**src/logic/acd_pkg.sv**
```systemverilog
// shared constants and helpers of the serial command decoder, both ends
// How it works
// - averaging allowed in all scan modes
// - scan mode 10 repeats one channel
// - clock mode 11 suppresses averaging
// - single-channel scan count gives 4/8/12/16
// - 0001xxxx arms a following 16-bit word
// - 00001xxx writes reset control bits
// - either bit2 value clears FIFO; bit2 one also resets
// - defaults zero, setup clock mode and reference 10
// - slow bit delays output, clears FIFO
// - force bias: always on, no wake delay in clock modes 01 and 11
// - 000000xx selects GPIO configure/write/read
// - configure byte applied at chip-select rise
// - all GPIO pins inputs after power-up
// - write byte applied at chip-select rise
// - read shifts pin states out next byte
// - pin mode from configure and write bits
// - 16-bit word MSB first, falling-edge sampling
// - early chip-select rise discards the transfer
// - code 1111 nibble 0100 tri-states flagged outputs
package acd_pkg;
    localparam int         SYS_CLK_PERIOD_NS = 100;
    localparam int         SLOW_DELAY_NS     = 15;
    localparam int         SLOW_DELAY_CYC    =
        (SLOW_DELAY_NS + SYS_CLK_PERIOD_NS - 1) / SYS_CLK_PERIOD_NS;
    localparam int         HOST_SCLK_HALF_NS = 800;
    localparam int         HOST_HALF_CYC     = HOST_SCLK_HALF_NS / SYS_CLK_PERIOD_NS;

    localparam logic [4:0] CMD_LAST      = 5'h07;
    localparam logic [4:0] DATA_LAST     = 5'h07;
    localparam logic [4:0] DAC_LAST      = 5'h0f;
    localparam logic [6:0] SYNC_RST      = 7'h01;

    localparam logic [5:0] GPIO_PREFIX   = 6'h00;
    localparam logic [4:0] RESET_PREFIX  = 5'h01;
    localparam logic [3:0] DAC_SEL_NIB   = 4'h1;
    localparam logic [2:0] AVG_PREFIX    = 3'h1;
    localparam logic [1:0] SETUP_PREFIX  = 2'h1;
    localparam logic       CONV_PREFIX   = 1'b1;

    localparam int         RST_FULL_BIT  = 2;
    localparam int         RST_SLOW_BIT  = 1;
    localparam int         RST_FBG_BIT   = 0;
    localparam int         AVG_EN_BIT    = 4;
    localparam int         SETUP_CLK_LSB = 4;
    localparam int         SETUP_REF_LSB = 2;
    localparam int         CONV_SCAN_LSB = 1;

    localparam logic [4:0] AVG_RST       = 5'h00;
    localparam logic [1:0] CLK_MODE_RST  = 2'h2;
    localparam logic [1:0] REF_SEL_RST   = 2'h2;
    localparam logic [1:0] SCAN_RST      = 2'h0;
    localparam logic [3:0] GPIO_CFG_RST  = 4'h0;
    localparam logic [3:0] GPIO_WR_RST   = 4'hf;

    localparam logic [1:0] SCAN_SINGLE   = 2'h2;
    localparam logic [1:0] CLK_NO_AVG    = 2'h3;
    localparam logic [1:0] CLK_WAKE      = 2'h1;
    localparam logic [5:0] ONE_CONV      = 6'h01;
    localparam logic [4:0] ONE_RESULT    = 5'h01;

    localparam logic [3:0] DAC_CTRL_CFG  = 4'hf;
    localparam logic [3:0] DAC_HIZ_NIB   = 4'h4;
    localparam logic [2:0] DAC_PWRUP_NIB = 3'h1;

    localparam logic [1:0] HOST_REG_DATA = 2'h0;
    localparam logic [1:0] HOST_REG_CTRL = 2'h1;
    localparam logic [1:0] HOST_REG_STAT = 2'h2;
    localparam logic [1:0] HOST_REG_RX   = 2'h3;
    localparam logic [4:0] HOST_MAX_BITS = 5'h18;

    typedef enum logic [1:0] {
        OP_NONE = 2'b00,
        OP_RD   = 2'b01,
        OP_WR   = 2'b10,
        OP_CFG  = 2'b11
    } acd_gpio_op_t;

    function automatic logic [5:0] avg_conversions(input logic [1:0] sel);
        avg_conversions = 6'h04 << sel;
    endfunction

    function automatic logic [4:0] scan_results(input logic [1:0] sel);
        scan_results = {1'b0, sel, 2'b00} + 5'h04;
    endfunction
endpackage

```
**src/logic/acd_link_if.sv**
```systemverilog
// serial link between host and converter: chip select, clock, data each way
`timescale 1ns/1ns
`default_nettype none
interface acd_link_if;
    logic cs_n;
    logic sclk;
    logic din;
    logic dout;
    modport dev  (input cs_n, input sclk, input din, output dout);
    modport host (output cs_n, output sclk, output din, input dout);
endinterface
`default_nettype wire

```
**src/logic/acd_device.sv**
```systemverilog
// converter end: command decode, reset control, GPIO and DAC word handling
//
// The register offsets and strobed register access were left to the implementer.
`timescale 1ns/1ns
`default_nettype none
module acd_device
    import acd_pkg::*;
(
    input  wire logic        i_sys_clk,
    input  wire logic        i_resetn,
    acd_link_if.dev          link,
    input  wire logic [3:0]  i_gpio_in,
    output logic      [3:0]  o_gpio_out,
    output logic      [3:0]  o_gpio_oe,
    output logic             o_avg_active,
    output logic      [5:0]  o_avg_conversions,
    output logic             o_single_channel_repeat,
    output logic      [4:0]  o_scan_results,
    output logic      [1:0]  o_scan_mode,
    output logic      [1:0]  o_clock_mode,
    output logic      [1:0]  o_ref_sel,
    output logic             o_fifo_clear,
    output logic             o_slow_mode,
    output logic             o_bias_force,
    output logic             o_wake_delay_bypass,
    output logic             o_dac_word_valid,
    output logic      [3:0]  o_dac_ctrl,
    output logic      [11:0] o_dac_data,
    output logic      [3:0]  o_dac_hiz
);
    typedef enum logic [1:0] {
        ST_CMD  = 2'b00,
        ST_DATA = 2'b01,
        ST_DAC  = 2'b10,
        ST_SKIP = 2'b11
    } acd_dev_state_t;

    logic [6:0]     s1_reg, s2_reg, s3_reg, filt_reg, prev_reg;
    acd_dev_state_t state_reg;
    logic [4:0]     cnt_reg;
    logic [15:0]    shift_reg;
    acd_gpio_op_t   op_reg;
    logic           armed_reg;
    logic           pend_valid_reg, pend_cfg_reg;
    logic [3:0]     pend_data_reg, gpio_cfg_reg, gpio_wr_reg;
    logic [3:0]     gpio_out_reg, gpio_oe_reg;
    logic [4:0]     avg_reg;
    logic [1:0]     clk_mode_reg, ref_sel_reg, scan_reg;
    logic           slow_reg, fbg_reg, fifo_clr_reg;
    logic           avg_act_reg, single_reg, wake_byp_reg;
    logic [5:0]     avg_conv_reg;
    logic [4:0]     scan_res_reg;
    logic           dac_valid_reg;
    logic [3:0]     dac_ctrl_reg, dac_hiz_reg;
    logic [11:0]    dac_data_reg;
    logic [7:0]     out_sr_reg;
    logic [SLOW_DELAY_CYC-1:0] dly_reg;
    logic           dout_reg;

    logic           cs_fall, cs_rise, sclk_fall, din;
    logic [3:0]     pins;
    logic [7:0]     byte_val;
    logic [15:0]    word_val;
    logic           cmd_done, data_done, dac_done;
    logic           dec_reset, dec_dac_sel, dec_avg, dec_setup, dec_conv;
    acd_gpio_op_t   dec_op;

    // a bit change is taken only once the second and third stages agree
    always_ff @(posedge i_sys_clk or negedge i_resetn) begin
        if (!i_resetn) begin
            s1_reg   <= SYNC_RST;
            s2_reg   <= SYNC_RST;
            s3_reg   <= SYNC_RST;
            filt_reg <= SYNC_RST;
            prev_reg <= SYNC_RST;
        end else begin
            s1_reg   <= {i_gpio_in, link.din, link.sclk, link.cs_n};
            s2_reg   <= s1_reg;
            s3_reg   <= s2_reg;
            filt_reg <= (s3_reg & ~(s2_reg ^ s3_reg)) | (filt_reg & (s2_reg ^ s3_reg));
            prev_reg <= filt_reg;
        end
    end

    always_comb begin
        cs_fall     = prev_reg[0] & ~filt_reg[0];
        cs_rise     = ~prev_reg[0] & filt_reg[0];
        sclk_fall   = prev_reg[1] & ~filt_reg[1] & ~filt_reg[0];
        din         = filt_reg[2];
        pins        = filt_reg[6:3];
        byte_val    = {shift_reg[6:0], din};
        word_val    = {shift_reg[14:0], din};
        cmd_done    = sclk_fall && (state_reg == ST_CMD) && (cnt_reg == CMD_LAST);
        data_done   = sclk_fall && (state_reg == ST_DATA) && (cnt_reg == DATA_LAST);
        dac_done    = sclk_fall && (state_reg == ST_DAC) && (cnt_reg == DAC_LAST);
        dec_op      = (byte_val[7:2] == GPIO_PREFIX) ? acd_gpio_op_t'(byte_val[1:0])
                                                     : OP_NONE;
        dec_reset   = (byte_val[7:3] == RESET_PREFIX);
        dec_dac_sel = (byte_val[7:4] == DAC_SEL_NIB);
        dec_avg     = (byte_val[7:5] == AVG_PREFIX);
        dec_setup   = (byte_val[7:6] == SETUP_PREFIX);
        dec_conv    = (byte_val[7] == CONV_PREFIX);
    end

    // frame sequencing; a chip-select edge always restarts the bit count
    always_ff @(posedge i_sys_clk or negedge i_resetn) begin
        if (!i_resetn) begin
            state_reg <= ST_CMD;
            cnt_reg   <= 5'h00;
            shift_reg <= 16'h0000;
            op_reg    <= OP_NONE;
        end else if (cs_fall) begin
            state_reg <= armed_reg ? ST_DAC : ST_CMD;
            cnt_reg   <= 5'h00;
        end else if (cs_rise) begin
            state_reg <= ST_CMD;
            cnt_reg   <= 5'h00;
        end else if (sclk_fall) begin
            shift_reg <= word_val;
            if (cmd_done) begin
                cnt_reg <= 5'h00;
                op_reg  <= dec_op;
                if (dec_op != OP_NONE) begin
                    state_reg <= ST_DATA;
                end else if (dec_dac_sel) begin
                    state_reg <= ST_DAC;
                end else begin
                    state_reg <= ST_CMD;
                end
            end else if (data_done) begin
                state_reg <= ST_SKIP;
            end else if (dac_done) begin
                state_reg <= ST_CMD;
                cnt_reg   <= 5'h00;
            end else if (state_reg != ST_SKIP) begin
                cnt_reg <= cnt_reg + 5'h01;
            end
        end
    end

    // an armed word survives a cut frame and is retried in the next one
    always_ff @(posedge i_sys_clk or negedge i_resetn) begin
        if (!i_resetn) begin
            armed_reg <= 1'b0;
        end else if (cmd_done && dec_dac_sel) begin
            armed_reg <= 1'b1;
        end else if (dac_done) begin
            armed_reg <= 1'b0;
        end
    end

    // pending byte only exists once all eight bits arrived
    always_ff @(posedge i_sys_clk or negedge i_resetn) begin
        if (!i_resetn) begin
            pend_valid_reg <= 1'b0;
            pend_cfg_reg   <= 1'b0;
            pend_data_reg  <= 4'h0;
            gpio_cfg_reg   <= GPIO_CFG_RST;
            gpio_wr_reg    <= GPIO_WR_RST;
        end else if (data_done && (op_reg != OP_RD)) begin
            pend_valid_reg <= 1'b1;
            pend_cfg_reg   <= (op_reg == OP_CFG);
            pend_data_reg  <= byte_val[7:4];
        end else if (cs_rise) begin
            pend_valid_reg <= 1'b0;
            if (pend_valid_reg && pend_cfg_reg) begin
                gpio_cfg_reg <= pend_data_reg;
            end else if (pend_valid_reg) begin
                gpio_wr_reg <= pend_data_reg;
            end
        end
    end

    always_ff @(posedge i_sys_clk or negedge i_resetn) begin
        if (!i_resetn) begin
            gpio_out_reg <= 4'h0;
            gpio_oe_reg  <= 4'h0;
        end else begin
            gpio_out_reg <= gpio_cfg_reg & gpio_wr_reg;
            gpio_oe_reg  <= gpio_cfg_reg | ~gpio_wr_reg;
        end
    end

    // the DAC and GPIO state lives elsewhere, so a full reset leaves it alone
    always_ff @(posedge i_sys_clk or negedge i_resetn) begin
        if (!i_resetn) begin
            avg_reg      <= AVG_RST;
            clk_mode_reg <= CLK_MODE_RST;
            ref_sel_reg  <= REF_SEL_RST;
            scan_reg     <= SCAN_RST;
            slow_reg     <= 1'b0;
            fbg_reg      <= 1'b0;
            fifo_clr_reg <= 1'b0;
        end else begin
            fifo_clr_reg <= cmd_done && dec_reset;
            if (cmd_done && dec_reset) begin
                slow_reg <= byte_val[RST_SLOW_BIT];
                fbg_reg  <= byte_val[RST_FBG_BIT];
                if (byte_val[RST_FULL_BIT]) begin
                    avg_reg      <= AVG_RST;
                    clk_mode_reg <= CLK_MODE_RST;
                    ref_sel_reg  <= REF_SEL_RST;
                    scan_reg     <= SCAN_RST;
                end
            end else if (cmd_done && dec_avg) begin
                avg_reg <= byte_val[AVG_EN_BIT:0];
            end else if (cmd_done && dec_setup) begin
                clk_mode_reg <= byte_val[SETUP_CLK_LSB+1:SETUP_CLK_LSB];
                ref_sel_reg  <= byte_val[SETUP_REF_LSB+1:SETUP_REF_LSB];
            end else if (cmd_done && dec_conv) begin
                scan_reg <= byte_val[CONV_SCAN_LSB+1:CONV_SCAN_LSB];
            end
        end
    end

    always_ff @(posedge i_sys_clk or negedge i_resetn) begin
        if (!i_resetn) begin
            avg_act_reg  <= 1'b0;
            avg_conv_reg <= ONE_CONV;
            single_reg   <= 1'b0;
            scan_res_reg <= ONE_RESULT;
            wake_byp_reg <= 1'b0;
        end else begin
            avg_act_reg  <= avg_reg[AVG_EN_BIT] && (clk_mode_reg != CLK_NO_AVG);
            avg_conv_reg <= (avg_reg[AVG_EN_BIT] && (clk_mode_reg != CLK_NO_AVG))
                            ? avg_conversions(avg_reg[3:2]) : ONE_CONV;
            single_reg   <= (scan_reg == SCAN_SINGLE);
            scan_res_reg <= (scan_reg == SCAN_SINGLE) ? scan_results(avg_reg[1:0])
                                                      : ONE_RESULT;
            wake_byp_reg <= fbg_reg && ((clk_mode_reg == CLK_WAKE)
                            || (clk_mode_reg == CLK_NO_AVG));
        end
    end

    always_ff @(posedge i_sys_clk or negedge i_resetn) begin
        if (!i_resetn) begin
            dac_valid_reg <= 1'b0;
            dac_ctrl_reg  <= 4'h0;
            dac_data_reg  <= 12'h000;
            dac_hiz_reg   <= 4'h0;
        end else begin
            dac_valid_reg <= dac_done;
            if (dac_done) begin
                dac_ctrl_reg <= word_val[15:12];
                dac_data_reg <= word_val[11:0];
                if (word_val[15:12] == DAC_CTRL_CFG && word_val[3:0] == DAC_HIZ_NIB) begin
                    dac_hiz_reg <= dac_hiz_reg | word_val[7:4];
                end else if (word_val[15:12] == DAC_CTRL_CFG
                             && word_val[3:1] == DAC_PWRUP_NIB) begin
                    dac_hiz_reg <= dac_hiz_reg & ~word_val[7:4];
                end
            end
        end
    end

    // slow mode trades a little throughput for hold margin on the host
    always_ff @(posedge i_sys_clk or negedge i_resetn) begin
        if (!i_resetn) begin
            out_sr_reg <= 8'h00;
            dly_reg    <= '0;
            dout_reg   <= 1'b0;
        end else begin
            if (cs_fall || cs_rise) begin
                out_sr_reg <= 8'h00;
            end else if (cmd_done && dec_op == OP_RD) begin
                out_sr_reg <= {4'h0, pins};
            end else if (sclk_fall) begin
                out_sr_reg <= {out_sr_reg[6:0], 1'b0};
            end
            dly_reg[0] <= out_sr_reg[7];
            for (int i = 1; i < SLOW_DELAY_CYC; i++) begin
                dly_reg[i] <= dly_reg[i-1];
            end
            dout_reg <= slow_reg ? dly_reg[SLOW_DELAY_CYC-1] : out_sr_reg[7];
        end
    end

    assign link.dout               = dout_reg;
    assign o_gpio_out              = gpio_out_reg;
    assign o_gpio_oe               = gpio_oe_reg;
    assign o_avg_active            = avg_act_reg;
    assign o_avg_conversions       = avg_conv_reg;
    assign o_single_channel_repeat = single_reg;
    assign o_scan_results          = scan_res_reg;
    assign o_scan_mode             = scan_reg;
    assign o_clock_mode            = clk_mode_reg;
    assign o_ref_sel               = ref_sel_reg;
    assign o_fifo_clear            = fifo_clr_reg;
    assign o_slow_mode             = slow_reg;
    assign o_bias_force            = fbg_reg;
    assign o_wake_delay_bypass     = wake_byp_reg;
    assign o_dac_word_valid        = dac_valid_reg;
    assign o_dac_ctrl              = dac_ctrl_reg;
    assign o_dac_data              = dac_data_reg;
    assign o_dac_hiz               = dac_hiz_reg;
endmodule
`default_nettype wire

```
**src/flat_wrapper.sv**
```systemverilog
// flat-port wrapper written by rule: the top's interface ports become plain ports
module acd_device_flat import acd_pkg::*;
  (i_sys_clk, i_resetn, i_gpio_in, o_gpio_out, o_gpio_oe, o_avg_active, o_avg_conversions, o_single_channel_repeat, o_scan_results, o_scan_mode, o_clock_mode, o_ref_sel, o_fifo_clear, o_slow_mode, o_bias_force, o_wake_delay_bypass, o_dac_word_valid, o_dac_ctrl, o_dac_data, o_dac_hiz, link_cs_n, link_sclk, link_din, link_dout);
  acd_link_if link_i ();
  input  wire logic i_sys_clk;
  input  wire logic i_resetn;
  input  wire logic [3:0] i_gpio_in;
  output logic      [3:0] o_gpio_out;
  output logic      [3:0] o_gpio_oe;
  output logic o_avg_active;
  output logic      [5:0] o_avg_conversions;
  output logic o_single_channel_repeat;
  output logic      [4:0] o_scan_results;
  output logic      [1:0] o_scan_mode;
  output logic      [1:0] o_clock_mode;
  output logic      [1:0] o_ref_sel;
  output logic o_fifo_clear;
  output logic o_slow_mode;
  output logic o_bias_force;
  output logic o_wake_delay_bypass;
  output logic o_dac_word_valid;
  output logic      [3:0] o_dac_ctrl;
  output logic      [11:0] o_dac_data;
  output logic      [3:0] o_dac_hiz;
  input wire logic [$bits(link_i.cs_n)-1:0] link_cs_n;
  input wire logic [$bits(link_i.sclk)-1:0] link_sclk;
  input wire logic [$bits(link_i.din)-1:0] link_din;
  output wire logic [$bits(link_i.dout)-1:0] link_dout;
  assign link_i.cs_n = link_cs_n;
  assign link_i.sclk = link_sclk;
  assign link_i.din = link_din;
  assign link_dout = link_i.dout;
  acd_device u_core (.i_sys_clk(i_sys_clk), .i_resetn(i_resetn), .link(link_i), .i_gpio_in(i_gpio_in), .o_gpio_out(o_gpio_out), .o_gpio_oe(o_gpio_oe), .o_avg_active(o_avg_active), .o_avg_conversions(o_avg_conversions), .o_single_channel_repeat(o_single_channel_repeat), .o_scan_results(o_scan_results), .o_scan_mode(o_scan_mode), .o_clock_mode(o_clock_mode), .o_ref_sel(o_ref_sel), .o_fifo_clear(o_fifo_clear), .o_slow_mode(o_slow_mode), .o_bias_force(o_bias_force), .o_wake_delay_bypass(o_wake_delay_bypass), .o_dac_word_valid(o_dac_word_valid), .o_dac_ctrl(o_dac_ctrl), .o_dac_data(o_dac_data), .o_dac_hiz(o_dac_hiz));
endmodule
```
**config.mk**
```make
export PLATFORM = sky130hd
export DESIGN_NAME = acd_device_flat
export DESIGN_NICKNAME = d
export VERILOG_FILES = /design/src/logic/acd_pkg.sv /design/src/logic/acd_link_if.sv /design/src/logic/acd_device.sv /design/src/flat_wrapper.sv
export SDC_FILE = /design/constraint.sdc
export NUM_CORES = 1
export LEC_CHECK = 0
export BUFFER_PORTS_ARGS = -buffer_cell sky130_fd_sc_hd__buf_2
export CAP_MARGIN = 20
export CORE_AREA = 4 4 130 101
export DETAILED_ROUTE_END_ITERATION = 8
export DIE_AREA = 0 0 134 105
export GPL_TIMING_DRIVEN = 0
export HOLD_SLACK_MARGIN = 0.12
export PLACE_DENSITY = 0.67
export SLEW_MARGIN = 20
export SYNTH_ARGS = -nofsm -noshare
export SYNTH_HDL_FRONTEND = slang
export SYNTH_SLANG_ARGS = --single-unit
export TNS_END_PERCENT = 30
```
**constraint.sdc**
```tcl
create_clock -name i_sys_clk -period 5.55 [get_ports i_sys_clk]
set_clock_uncertainty 0.05 [all_clocks]
set_input_delay 0.2775 -clock i_sys_clk [delete_from_list [all_inputs] [get_ports i_sys_clk]]
set_output_delay 0.2775 -clock i_sys_clk [all_outputs]
set_load 0.005 [all_outputs]
```
==> results.yml <==
floorplan:
  std_cell_rows: 35
  fp.dieArea_um2: 14100
  core_area_um2: 12000
  die_width_um: 134
  ioPinCount: 62
  die_y_um: 105
  initial_utilization_pct: 44.0
clock_tree:
  numCtsBuffers: 17
  clock_sinks: 134
  cts_root_buf: "clkbuf_16"
  path_clk_slew_ns: 0.06
  h_tree_depth_reported_by_cts: 4
  insertion_delay_ns: 0.41
  tritoncts: "yes"
  cts-root-to-sink-buffers: 2
timing:
  worst_pin_slew_ns: 0.835
  hold_viol: 0
  timing.setup.tns_ns: 0
  final-max-slew-violation-count: 0
  final.period_utilization_pct: 38.0
  min_period_ns: 2.11
  relSlewSlack_pct: 43.8
  rsz_0062_raised_after_global_routing: "no"
  timing.fmax_mhz: 475
  setup_viol_count_final: 0
setup_path:
  path_common_cell: "buf_4"
  worstPathArrival_ns: 2.35
  largest_stage_delay_on_the_critical_path_ns: 0.52
  kind_of_end_point_of_the_critical_path: "flip-flop"
  worst_ep_required_time_ns: 5.79
  critPathMaxFanout: 10
  timing.reg2reg.setup_slack_ns: 3.44
  crit_path_category: "reg2reg"
  timing.critical_path.from_type: "flip-flop"
  worst_path_max_delay_cell: "nor3b_2"
  crit_path_cell_trace: "nor3b_2 > and2_1 > buf_4 > buf_4 > mux2_2"
detailed_routing:
  drt.antenna.violating_nets: 0
  detailed_route_wl_um: 10100
  via_count: 3222
  wire_per_inst_um: 15.9
  vias_per_cell: 5.08
  drc_errors: 0
  drtPass1Iterations: 7
  drc_marker_count_from_the_first_detailed_route_iteration: 177
placed_design:
  place.port_buffers: 59
  detailedPlacementHpwl_um: 6740
  place_congestion: 0.822
layout:
  final_nets: 468
  synthToLayoutAreaGrowth_pct: 24.8
  antenna_cells_inserted: 0
  largest_register_ffs: 15
  fillCellCount: 1003
  finish.utilization_pct: 54.9
  drive_above_1_share_pct: 38.2
status:
  run_status: "finished, final reports clean"
power_and_ir_drop:
  ir_worst_vdd_v: 0.000245
  cellPowerDensity_nw_per_um2: 395
  leakage_nw: 3.14
synthesis:
  synthArstFlopShare_pct: 100
  count_of_flip_flops_with_a_built_in_enable_after_synthesis: 0
  register_bit_count_reported_by_yosys: 134
  combined_area_of_all_synthesized_cells_um2: 5260
  synthesized_area_divided_by_synthesized_cell_count_um2: 14.3
  postSynthCellCount: 367
  synthesis.yosys.warnings: 0
  synth_sequential_area_ratio_pct: 64.1
  ys_types: 57
  postSynth.topFlopCell: "dfrtp_1"
global_routing:
  initial_antenna_violation_count: 0
  first_global_vias: 3302
  first_pass_grt_wire_length_um: 17200
  grt_usage_pct: 15.6
  grt_start_max_net_pins: 92
  overflow: 0
run:
  max_cap_viol_count: 0
worst_hold_path:
  hold_path_class: "in2async"
## synthesized netlist by cell type (2+ instances only)
| cell | n | share of area, % |
|---|---|---|
| a32o_1 | 6 | 1.1 |
| nor4b_4 | 2 | 0.90 |
| nor4b_1 | 2 | 0.33 |
| dfrtp_1 | 121 | 58 |
| buf_4 | 5 | 0.71 |
| o2bb2ai_1 | 5 | 0.83 |
| nor2b_1 | 2 | 0.24 |
| and3_1 | 6 | 0.71 |
| o211ai_1 | 7 | 1.0 |
| mux2_4 | 11 | 3.1 |
| buf_6 | 2 | 0.43 |
| nor3_1 | 2 | 0.19 |
| nor4_1 | 3 | 0.36 |
| and4bb_2 | 2 | 0.48 |
| nand2_1 | 18 | 1.3 |
| nand4_1 | 4 | 0.48 |
| dfstp_2 | 13 | 6.5 |
| maj3_1 | 7 | 1.3 |
| a41oi_1 | 4 | 0.67 |
| a22o_1 | 6 | 1.0 |
| buf_2 | 3 | 0.29 |
| mux2_2 | 37 | 7.9 |
| nand3_1 | 7 | 0.67 |
| a21boi_0 | 4 | 0.57 |
| o21ai_0 | 10 | 0.95 |
| nand2b_1 | 7 | 0.83 |
| clkbuf_1 | 7 | 0.50 |
| and2_1 | 10 | 1.2 |
| ha_1 | 4 | 0.95 |
| a31oi_1 | 2 | 0.24 |
| nor2_1 | 10 | 0.71 |
| a21oi_1 | 4 | 0.38 |
| inv_1 | 10 | 0.71 |
## metal layers
layer / GRT usage [%] / share of wire, % / vias to the layer above
met4: 5.58 / 1.5 / 0
met2: 24.6 / 49 / 79
met1: 20.2 / 44 / 1620
met3: 5.20 / 5.7 / 14
met5: 0 / 0 / -
li1: - / - / 1509
## final timing paths
check / from / endpoint / cells past startpoint
setup / recovery: flip-flop / u_core.shift_reg[13]$_DFFE_PN0P_ / 5
max in group asynchronous: i_resetn / u_core.s1_reg[0]$_DFF_PN1_ / 3
setup reg to reg: flip-flop / u_core.shift_reg[13]$_DFFE_PN0P_ / 5
hold / removal: i_resetn / u_core.o_gpio_out[2]$_DFF_PN0_ / 2
hold reg to reg: u_core.s1_reg[1]$_DFF_PN0_ / u_core.s2_reg[1]$_DFF_PN0_ / 0
min in group i_sys_clk: u_core.s1_reg[1]$_DFF_PN0_ / u_core.s2_reg[1]$_DFF_PN0_ / 0
## cells in the final DEF, fill, tap and decap left out, types with 8 or more instances in the layout
master         instances
mux2_4                11
dlygate4sd3_1          8
nand2_1               18
inv_1                 10
buf_2                 61
dfrtp_1              121
dfstp_2               13
clkbuf_16             17
nor2_1                10
mux2_2                37
clkbuf_1               8
o21ai_0               10
and2_1                10
## through the flow
| stage | hold slack, ns | area, µm² | cells | power, mW | setup slack [ns] |
|---|---|---|---|---|---|
| final | 0.284 | 6560 | 634 | 2.59 | 3.44 |
| after CTS | 0.285 | 6560 | 634 | 2.62 | 3.45 |
| after global placement | 0.282 | 5760 | 593 | 1.31 | 2.48 |
| after detailed placement | 0.131 | 5800 | 594 | 1.32 | 3.45 |
| after floorplan | -0.0681 | 5260 | 368 | 1.24 | 3.72 |
| after global routing | 0.298 | 6560 | 634 | 2.70 | 3.28 |
## power by group
| group | total (mW) | switching (mW) | leakage (nW) | internal [mW] |
|---|---|---|---|---|
| Sequential | 1.07 | 0.0407 | 1.74 | 1.02 |
| Clock | 1.28 | 0.429 | 0.327 | 0.849 |
| Combinational | 0.249 | 0.162 | 1.08 | 0.0863 |
| Total | 2.59 | 0.632 | 3.14 | 1.96 |
## area by class of cell
type / count / area (µm²) / area share, %
tap: 166 / 208 / 3.17
multi-input combinational: 205 / 1730 / 26.4
timing repair buffer: 68 / 413 / 6.30
clock inverter: 14 / 248 / 3.78
buffer: 19 / 121 / 1.85
sequential: 134 / 3370 / 51.4
inverter: 10 / 37.5 / 0.572
clock buffer: 18 / 429 / 6.54
## kinds of logic (layout without fill, tap and decap cells)
| logic type | count (synthesis) | count (layout) | share of synthesized area [%] |
|---|---|---|---|
| multiplexers | 48 | 48 | 11.1 |
| AND/OR/NAND/NOR | 87 | 87 | 10.9 |
| buffers and inverters | 29 | 129 | 3.02 |
| AO/OA/AOI/OAI | 57 | 57 | 8.62 |
| other | 1 | 2 | 0.0713 |
| flip-flops | 134 | 134 | 64.1 |
| adder cells (fa/ha/maj) | 11 | 11 | 2.28 |
## worst max-delay path: cells and delay by family, from the launching register on
kind | cells | cell delay (ns)
AND/OR/NAND/NOR | 2 | 0.73
buffers and inverters | 2 | 0.38
flip-flops | 1 | 0.48
multiplexers | 1 | 0.35
## timing repair
| action | 4_1_cts | 5_1_grt |
|---|---|---|
| resized for setup | 0 | 0 |
| hold endpoints to repair | 87 | 0 |
| buffers inserted | 0 | 0 |
| hold buffers | 8 | 0 |
Power figures use the tool's default switching activity.
